<file path="src/rtl/token_host_pkg.sv">
// shared constants for the token semaphore host controller
package token_host_pkg;
    localparam int unsigned NUM_TOKENS = 8;            // independent flags on the device
    localparam int unsigned INDEX_W = 3;               // low address bits that pick a flag
    localparam int unsigned DATA_W = 8;                // port data width
    localparam int unsigned TIME_SETUP_NS = 10;        // address setup before strobe
    localparam int unsigned TIME_STROBE_NS = 20;       // strobe low width
    localparam int unsigned CLK_PERIOD_NS = 5;         // ref_clk_in period
    localparam int unsigned SETUP_CYC = (TIME_SETUP_NS + CLK_PERIOD_NS - 1) / CLK_PERIOD_NS;
    localparam int unsigned STROBE_CYC = (TIME_STROBE_NS + CLK_PERIOD_NS - 1) / CLK_PERIOD_NS;
    localparam int unsigned CNT_W = 4;                 // width of the phase counter
    localparam logic [CNT_W-1:0] CNT_ZERO = 4'h0;
    localparam logic [CNT_W-1:0] CNT_ONE = 4'h1;
    localparam logic [INDEX_W-1:0] INDEX_ZERO = 3'h0;
    localparam logic [INDEX_W-1:0] INDEX_LAST = 3'h7;
    localparam logic REQ_CLAIM = 1'b0;                 // written bit that asks for a token
    localparam logic REQ_FREE = 1'b1;                  // written bit that frees a token
    // commands accepted on the user side
    typedef enum logic [1:0] {
        CMD_CLAIM,
        CMD_RELEASE,
        CMD_WITHDRAW,
        CMD_INIT
    } cmd_t;
endpackage

</file>
<file path="src/rtl/token_host_ctrl.sv">
// host-side controller driving one port of a dual-port token semaphore unit
// Overview of operation
// - host frees every token it no longer needs
// - initialise by writing one to all flags
// - claim is write zero then read back
// - failed claim polls or withdraws with one
// - owner releases by writing one
module token_host_ctrl #(
    parameter int unsigned SETUP_CYCLES = token_host_pkg::SETUP_CYC,
    parameter int unsigned STROBE_CYCLES = token_host_pkg::STROBE_CYC
) (
    input wire logic ref_clk_in,
    input wire logic nrst_in,
    input wire logic cmd_valid_in,
    input wire logic [1:0] cmd_in,
    input wire logic [token_host_pkg::INDEX_W-1:0] cmd_index_in,
    output logic cmd_ready_out,
    output logic done_out,
    output logic granted_out,
    output logic [token_host_pkg::NUM_TOKENS-1:0] owned_out,
    output logic token_space_select_n_out,
    output logic write_n_out,
    output logic read_n_out,
    output logic [token_host_pkg::INDEX_W-1:0] token_index_out,
    output logic [token_host_pkg::DATA_W-1:0] data_out,
    output logic data_oe_out,
    input wire logic [token_host_pkg::DATA_W-1:0] data_in
);
    typedef enum logic [2:0] {
        ST_IDLE,
        ST_WR_SETUP,
        ST_WR_STROBE,
        ST_GAP,
        ST_RD_STROBE,
        ST_DONE
    } state_t;

    state_t state;                                          // access sequencer
    state_t next_state;
    logic [token_host_pkg::CNT_W-1:0] cnt;                  // phase timer
    logic [token_host_pkg::CNT_W-1:0] next_cnt;
    token_host_pkg::cmd_t cmd;                              // command being served
    token_host_pkg::cmd_t next_cmd;
    logic [token_host_pkg::INDEX_W-1:0] idx;                // flag in use
    logic [token_host_pkg::INDEX_W-1:0] next_idx;
    logic next_cmd_ready;
    logic next_done;
    logic next_granted;
    logic next_sel_n;
    logic next_write_n;
    logic next_read_n;
    logic [token_host_pkg::DATA_W-1:0] next_data;
    logic next_oe;
    logic own_wr;                                           // update owned bit
    logic own_val;
    logic [token_host_pkg::NUM_TOKENS-1:0] owned;

    // value to put on the bus: the request bit in bit zero, rest don't-care but driven equal
    function automatic logic [token_host_pkg::DATA_W-1:0] req_word(input token_host_pkg::cmd_t c);
        logic bitv;
        bitv = (c == token_host_pkg::CMD_CLAIM) ? token_host_pkg::REQ_CLAIM
                                                : token_host_pkg::REQ_FREE;
        req_word = {token_host_pkg::DATA_W{bitv}};  // device only looks at bit zero
    endfunction

    // load value of the phase timer, never less than one cycle
    function automatic logic [token_host_pkg::CNT_W-1:0] phase(input int unsigned n);
        phase = (n == 0) ? token_host_pkg::CNT_ONE : n[token_host_pkg::CNT_W-1:0];
    endfunction

    // owned bits kept apart so user logic sees them from a register
    token_owned_mem #(
        .DEPTH(token_host_pkg::NUM_TOKENS),
        .AW(token_host_pkg::INDEX_W)
    ) u_owned (
        .ref_clk_in(ref_clk_in),
        .nrst_in(nrst_in),
        .wr_en_in(own_wr),
        .wr_addr_in(idx),
        .wr_data_in(own_val),
        .rd_data_out(owned)
    );

    // sequencer: write phase, then for claims a separate read phase
    always_comb begin
        next_state = state;
        next_cnt = cnt;
        next_cmd = cmd;
        next_idx = idx;
        next_cmd_ready = 1'b0;
        next_done = 1'b0;
        next_granted = granted_out;
        next_sel_n = 1'b1;
        next_write_n = 1'b1;
        next_read_n = 1'b1;
        next_data = data_out;
        next_oe = 1'b0;
        own_wr = 1'b0;
        own_val = 1'b0;
        unique case (state)
            ST_IDLE: begin
                next_cmd_ready = 1'b1;
                if (cmd_valid_in && cmd_ready_out) begin
                    next_cmd_ready = 1'b0;
                    next_cmd = token_host_pkg::cmd_t'(cmd_in);
                    // init walks every flag from zero, once per port
                    next_idx = (token_host_pkg::cmd_t'(cmd_in) == token_host_pkg::CMD_INIT)
                             ? token_host_pkg::INDEX_ZERO : cmd_index_in;
                    next_state = ST_WR_SETUP;
                    next_cnt = phase(SETUP_CYCLES);
                    next_granted = 1'b0;
                end
            end
            ST_WR_SETUP: begin
                next_sel_n = 1'b0;                       // low bits select the flag
                next_oe = 1'b1;
                next_data = req_word(cmd);
                next_cnt = cnt - token_host_pkg::CNT_ONE;
                if (cnt == token_host_pkg::CNT_ONE) begin
                    next_state = ST_WR_STROBE;
                    next_write_n = 1'b0;
                    next_cnt = phase(STROBE_CYCLES);
                end
            end
            ST_WR_STROBE: begin
                next_sel_n = 1'b0;
                next_oe = 1'b1;
                next_write_n = 1'b0;
                next_cnt = cnt - token_host_pkg::CNT_ONE;
                if (cnt == token_host_pkg::CNT_ONE) begin
                    next_write_n = 1'b1;
                    next_sel_n = 1'b1;                   // deselect ends the write
                    next_state = ST_GAP;
                    next_cnt = phase(SETUP_CYCLES);
                    if (cmd != token_host_pkg::CMD_CLAIM) begin
                        own_wr = 1'b1;                   // a one write gives up ownership
                        own_val = 1'b0;
                    end
                end
            end
            ST_GAP: begin
                // select and enable stay high here so the device relatches on read
                next_cnt = cnt - token_host_pkg::CNT_ONE;
                if (cnt == token_host_pkg::CNT_ONE) begin
                    if (cmd == token_host_pkg::CMD_CLAIM) begin
                        next_state = ST_RD_STROBE;       // read back after the write
                        next_sel_n = 1'b0;
                        next_read_n = 1'b0;
                        next_cnt = phase(STROBE_CYCLES);
                    end else if (cmd == token_host_pkg::CMD_INIT &&
                                 idx != token_host_pkg::INDEX_LAST) begin
                        next_idx = idx + 3'h1;           // all eight flags freed
                        next_state = ST_WR_SETUP;
                        next_cnt = phase(SETUP_CYCLES);
                    end else begin
                        next_state = ST_DONE;
                    end
                end
            end
            ST_RD_STROBE: begin
                next_sel_n = 1'b0;
                next_read_n = 1'b0;
                next_cnt = cnt - token_host_pkg::CNT_ONE;
                if (cnt == token_host_pkg::CNT_ONE) begin
                    next_sel_n = 1'b1;
                    next_read_n = 1'b1;
                    // zero read back means ownership; bit zero suffices, all bits equal
                    next_granted = (data_in[0] == token_host_pkg::REQ_CLAIM);
                    own_wr = 1'b1;
                    own_val = (data_in[0] == token_host_pkg::REQ_CLAIM);
                    next_state = ST_DONE;
                end
            end
            ST_DONE: begin
                // a failed claim leaves the request pending; user withdraws or polls
                next_done = 1'b1;
                next_state = ST_IDLE;
                next_cmd_ready = 1'b1;
            end
        endcase
    end

    // registers; device flags get no reset from here, only by init writes
    always_ff @(posedge ref_clk_in or negedge nrst_in) begin
        if (!nrst_in) begin
            state <= ST_IDLE;
            cnt <= token_host_pkg::CNT_ZERO;
            cmd <= token_host_pkg::CMD_INIT;
            idx <= token_host_pkg::INDEX_ZERO;
            cmd_ready_out <= 1'b0;
            done_out <= 1'b0;
            granted_out <= 1'b0;
            token_space_select_n_out <= 1'b1;
            write_n_out <= 1'b1;
            read_n_out <= 1'b1;
            data_out <= '1;
            data_oe_out <= 1'b0;
        end else begin
            state <= next_state;
            cnt <= next_cnt;
            cmd <= next_cmd;
            idx <= next_idx;
            cmd_ready_out <= next_cmd_ready;
            done_out <= next_done;
            granted_out <= next_granted;
            token_space_select_n_out <= next_sel_n;
            write_n_out <= next_write_n;
            read_n_out <= next_read_n;
            data_out <= next_data;
            data_oe_out <= next_oe;
        end
    end

    // index pins follow the registered flag number
    always_ff @(posedge ref_clk_in or negedge nrst_in) begin
        if (!nrst_in) begin
            token_index_out <= token_host_pkg::INDEX_ZERO;
        end else begin
            token_index_out <= next_idx;
        end
    end

    assign owned_out = owned;                            // register output of u_owned
endmodule

</file>
<file path="src/rtl/token_owned_mem.sv">
// small register array remembering which tokens this host holds
module token_owned_mem #(
    parameter int unsigned DEPTH = 8,
    parameter int unsigned AW = 3
) (
    input wire logic ref_clk_in,
    input wire logic nrst_in,
    input wire logic wr_en_in,
    input wire logic [AW-1:0] wr_addr_in,
    input wire logic wr_data_in,
    output logic [DEPTH-1:0] rd_data_out
);
    logic [DEPTH-1:0] bits;       // one owned bit per token
    logic [DEPTH-1:0] next_bits;

    // write one bit, all others keep their value
    always_comb begin
        next_bits = bits;
        if (wr_en_in) begin
            next_bits[wr_addr_in] = wr_data_in;
        end
    end

    // registered storage and registered read port
    always_ff @(posedge ref_clk_in or negedge nrst_in) begin
        if (!nrst_in) begin
            bits <= '0;
            rd_data_out <= '0;
        end else begin
            bits <= next_bits;
            rd_data_out <= next_bits;
        end
    end
endmodule

</file>
<file path="config.mk">
export PLATFORM = sky130hd
export DESIGN_NAME = token_host_ctrl
export DESIGN_NICKNAME = d
export VERILOG_FILES = /design/src/rtl/token_host_pkg.sv /design/src/rtl/token_host_ctrl.sv /design/src/rtl/token_owned_mem.sv
export SDC_FILE = /design/constraint.sdc
export NUM_CORES = 1
export LEC_CHECK = 0
export ABC_AREA = 1
export CORE_MARGIN = 1
export CORE_UTILIZATION = 55
export CTS_BUF_LIST = sky130_fd_sc_hd__clkbuf_16
export DETAILED_ROUTE_END_ITERATION = 10
export DONT_BUFFER_PORTS = 1
export HOLD_SLACK_MARGIN = 0.15
export PLACE_DENSITY_LB_ADDON = 0.1
export SETUP_SLACK_MARGIN = 0.02
export SYNTH_ARGS = -nofsm -noshare
export SYNTH_HDL_FRONTEND = slang
export SYNTH_SLANG_ARGS = --single-unit
</file>
<file path="constraint.sdc">
create_clock -name ref_clk_in -period 2.3 [get_ports ref_clk_in]
set_input_delay 0 -clock ref_clk_in [delete_from_list [all_inputs] [get_ports ref_clk_in]]
set_output_delay 0 -clock ref_clk_in [all_outputs]
set_load 0.05 [all_outputs]
</file>
==> impl_metrics.yaml <==
outcome:
  outcome: "completed"
setup_path:
  r2r_slack_ns: 0.47
  max_stage_delay_ns: 0.66
  crit_fanout: 6
  cp.arrival_ns: 2.03
  start_kind: "flip-flop"
  crit_required_ns: 2.50
  cp_cell_sequence: "nand3_1 -> o21ai_0 -> dlygate4sd3_1"
  crit_buf_inv: 1
  crit_type: "flip-flop to flip-flop"
  r2r_end: "cmd[0]"
  rr_startpoint: "cmd_ready_out"
  endpoint_kind: "flip-flop"
  r2r_cells: 3
  critical_path.top_delay_family: "flip-flops"
  slowest_stage: "dfrtp_1"
global_route:
  grt_max_degree: 29
  grt_usage: 0.221
  grt_pass1_vias: 1052
  grt_pass1_wl_mm: 4.71
  antenna_found_initial: 0
  globalRouteOverflowTotal: 0
cells_and_area:
  layout-drive-gt1-share: 0.115
  fin_nets: 229
  n_antenna_cell: 0
  layout_common_cells: "nand2_1 (68), dfrtp_1 (22), nor2_1 (21)"
  area_growth_pct: 14.8
  final_common_cell: "nand2_1"
  nFillCells: 232
drt:
  route.detailed.drc: 0
  drt_iter0_drc: 32
  ant_nets: 0
  viasPerCell: 5.20
  num_vias: 1238
  routedWlPerCell_um: 12.4
  routed_wl_mm: 2.95
  drt-pass1-iter-count: 4
clock_tree:
  ctsResizeCount: 0
  hold_buffers: 10
  clock_path_buffers: 2
  root_buffer: "clkbuf_16"
  clock_sinks: 28
  htree_levels: 1
  insertion_delay_ns: 0.26
  path_clk_slew_ns: 0.07
  cts_buffers: 3
  post_cts_buffers: 0
  cts_tree: "yes"
synthesis:
  synth_cell_types: 25
  synth.net_count: 219
  synthCells: 199
  synth_area_leaders: "dfrtp_1 (36%), nand2_1 (17%), dfstp_2 (10%)"
  yosysSeqAreaShare: 0.461
  syn_area_per_cell_um2: 7.72
  synth_largest_area_cell: "dfrtp_1"
  yosys.area.top_type_share: 0.358
  syn_area_um2: 1540
  synth_seq_cells: 28
  yosysWarningCount: 0
sta:
  tightest_slew_ns: 0.549
  slew_headroom: 0.634
  skew_ns: 0.00390
  slew_viol_final: 0
  rsz0062_at_grt: "no"
  setup_viol: 0
  fmaxAchievable_ghz: 0.546
  period_share: 0.796
  hold_violations: 0
  tns_ns: 0
  fin_crit_ns: 1.83
job:
  cap_violations: 0
die:
  fp.dieArea_um2: 3010
  die_w_um: 54.9
  coreArea_um2: 2570
  die_h_um: 54.9
  top_level_ports: 42
  start_util: 0.598
  rows: 18
placed_design:
  port_buffers: 0
  gp_congestion: 0.913
  hpwl_mm: 2.12
worst_hold_path:
  hp-class: "primary input to async pin"
==> Yosys cell counts <==
| cell | count |
|---|---|
| or2_0 | 1 |
| o21bai_1 | 1 |
| nand2_1 | 68 |
| inv_2 | 4 |
| nor2_2 | 1 |
| nor2_8 | 1 |
| a21oi_1 | 5 |
| nand2_4 | 2 |
| nor2_1 | 21 |
| ha_1 | 4 |
| nand2_2 | 1 |
| inv_1 | 16 |
| nor3_1 | 1 |
| dfstp_2 | 6 |
| nand4_1 | 2 |
| o21ai_0 | 12 |
| buf_6 | 1 |
| xnor2_1 | 2 |
| nand3_1 | 10 |
| buf_4 | 7 |
| dfrtp_1 | 22 |
| nand3_2 | 1 |
| a2bb2oi_1 | 1 |
| o21ai_1 | 8 |
| o211ai_1 | 1 |
==> worst max path at each step <==
| stage | startpoint | endpoint | cells past startpoint | slack [ns] |
|---|---|---|---|---|
| 2_1_floorplan | token_index_out[0] | token_index_out[0] | 8 | 0.58 |
| 3_3_place_gp | token_index_out[2] | token_index_out[0] | 7 | 0.67 |
| 3_5_place_dp | token_index_out[2] | token_index_out[1] | 7 | 0.62 |
| 4_1_cts | cmd_ready_out | cmd[0] | 3 | 0.49 |
| 5_1_grt | state[1] | cmd[0] | 6 | 0.35 |
| 6_report | cmd_ready_out | cmd[0] | 3 | 0.47 |
==> final cells by class <==
cell class	instances	area [um2]	area share
Tap cell	30	37.5	0.0213
Sequential cell	28	712	0.404
Clock inverter	1	30.0	0.0170
Multi-Input combinational cell	143	689	0.391
Inverter	20	75.1	0.0426
Timing Repair Buffer	13	145	0.0823
Clock buffer	3	75.1	0.0426
==> cell families (layout without fill, tap and decap cells) <==
family	count (synthesis)	count (layout)	share of synthesized area
DFF	28	28	0.461
AOI/OAI and AO/OA	28	28	0.0969
and+or+nand+nor	109	109	0.308
buffers and inverters	28	37	0.0904
adders and majority gates	4	4	0.0326
xor gates and xnor gates	2	2	0.0114
==> state kept, by name, indices dropped and copies added (netlist names), 2 cells and up <==
signal / cells
u_owned.rd_data_out: 8
cnt: 4
state: 3
token_index_out: 3
cmd: 2
==> worst reg2reg max path, cell delays in order (launching register included) <==
cell and delay, ns:
dfrtp_1 0.66, nand3_1 0.32, o21ai_0 0.22, dlygate4sd3_1 0.58
==> per-stage QoR <==
| stage | cell area (um2) | setup WS, ns | instances | util | hold WS [ns] |
|---|---|---|---|---|---|
| detailed placement | 1550 | 0.619 | 224 | 0.603 | -0.295 |
| global route | 1760 | 0.347 | 238 | 0.687 | 0.215 |
| floorplan | 1540 | 0.575 | 199 | - | -0.296 |
| CTS | 1760 | 0.493 | 238 | 0.687 | 0.200 |
| global placement | 1550 | 0.673 | 224 | 0.603 | -0.295 |
| finish | 1760 | 0.470 | 238 | 0.687 | 0.199 |
==> routing by layer <==
layer	vias to the layer above	wire length [um]	track usage
li1	642	-	-
met1	547	1400	0.322
met2	47	1360	0.341
met3	2	172	0.0278
met4	0	16	0.0513
met5	-	0	0
Power is left out: the tool's default activity adds up to more than one toggle a clock period on the data nets, which glitch-free logic cannot reach.
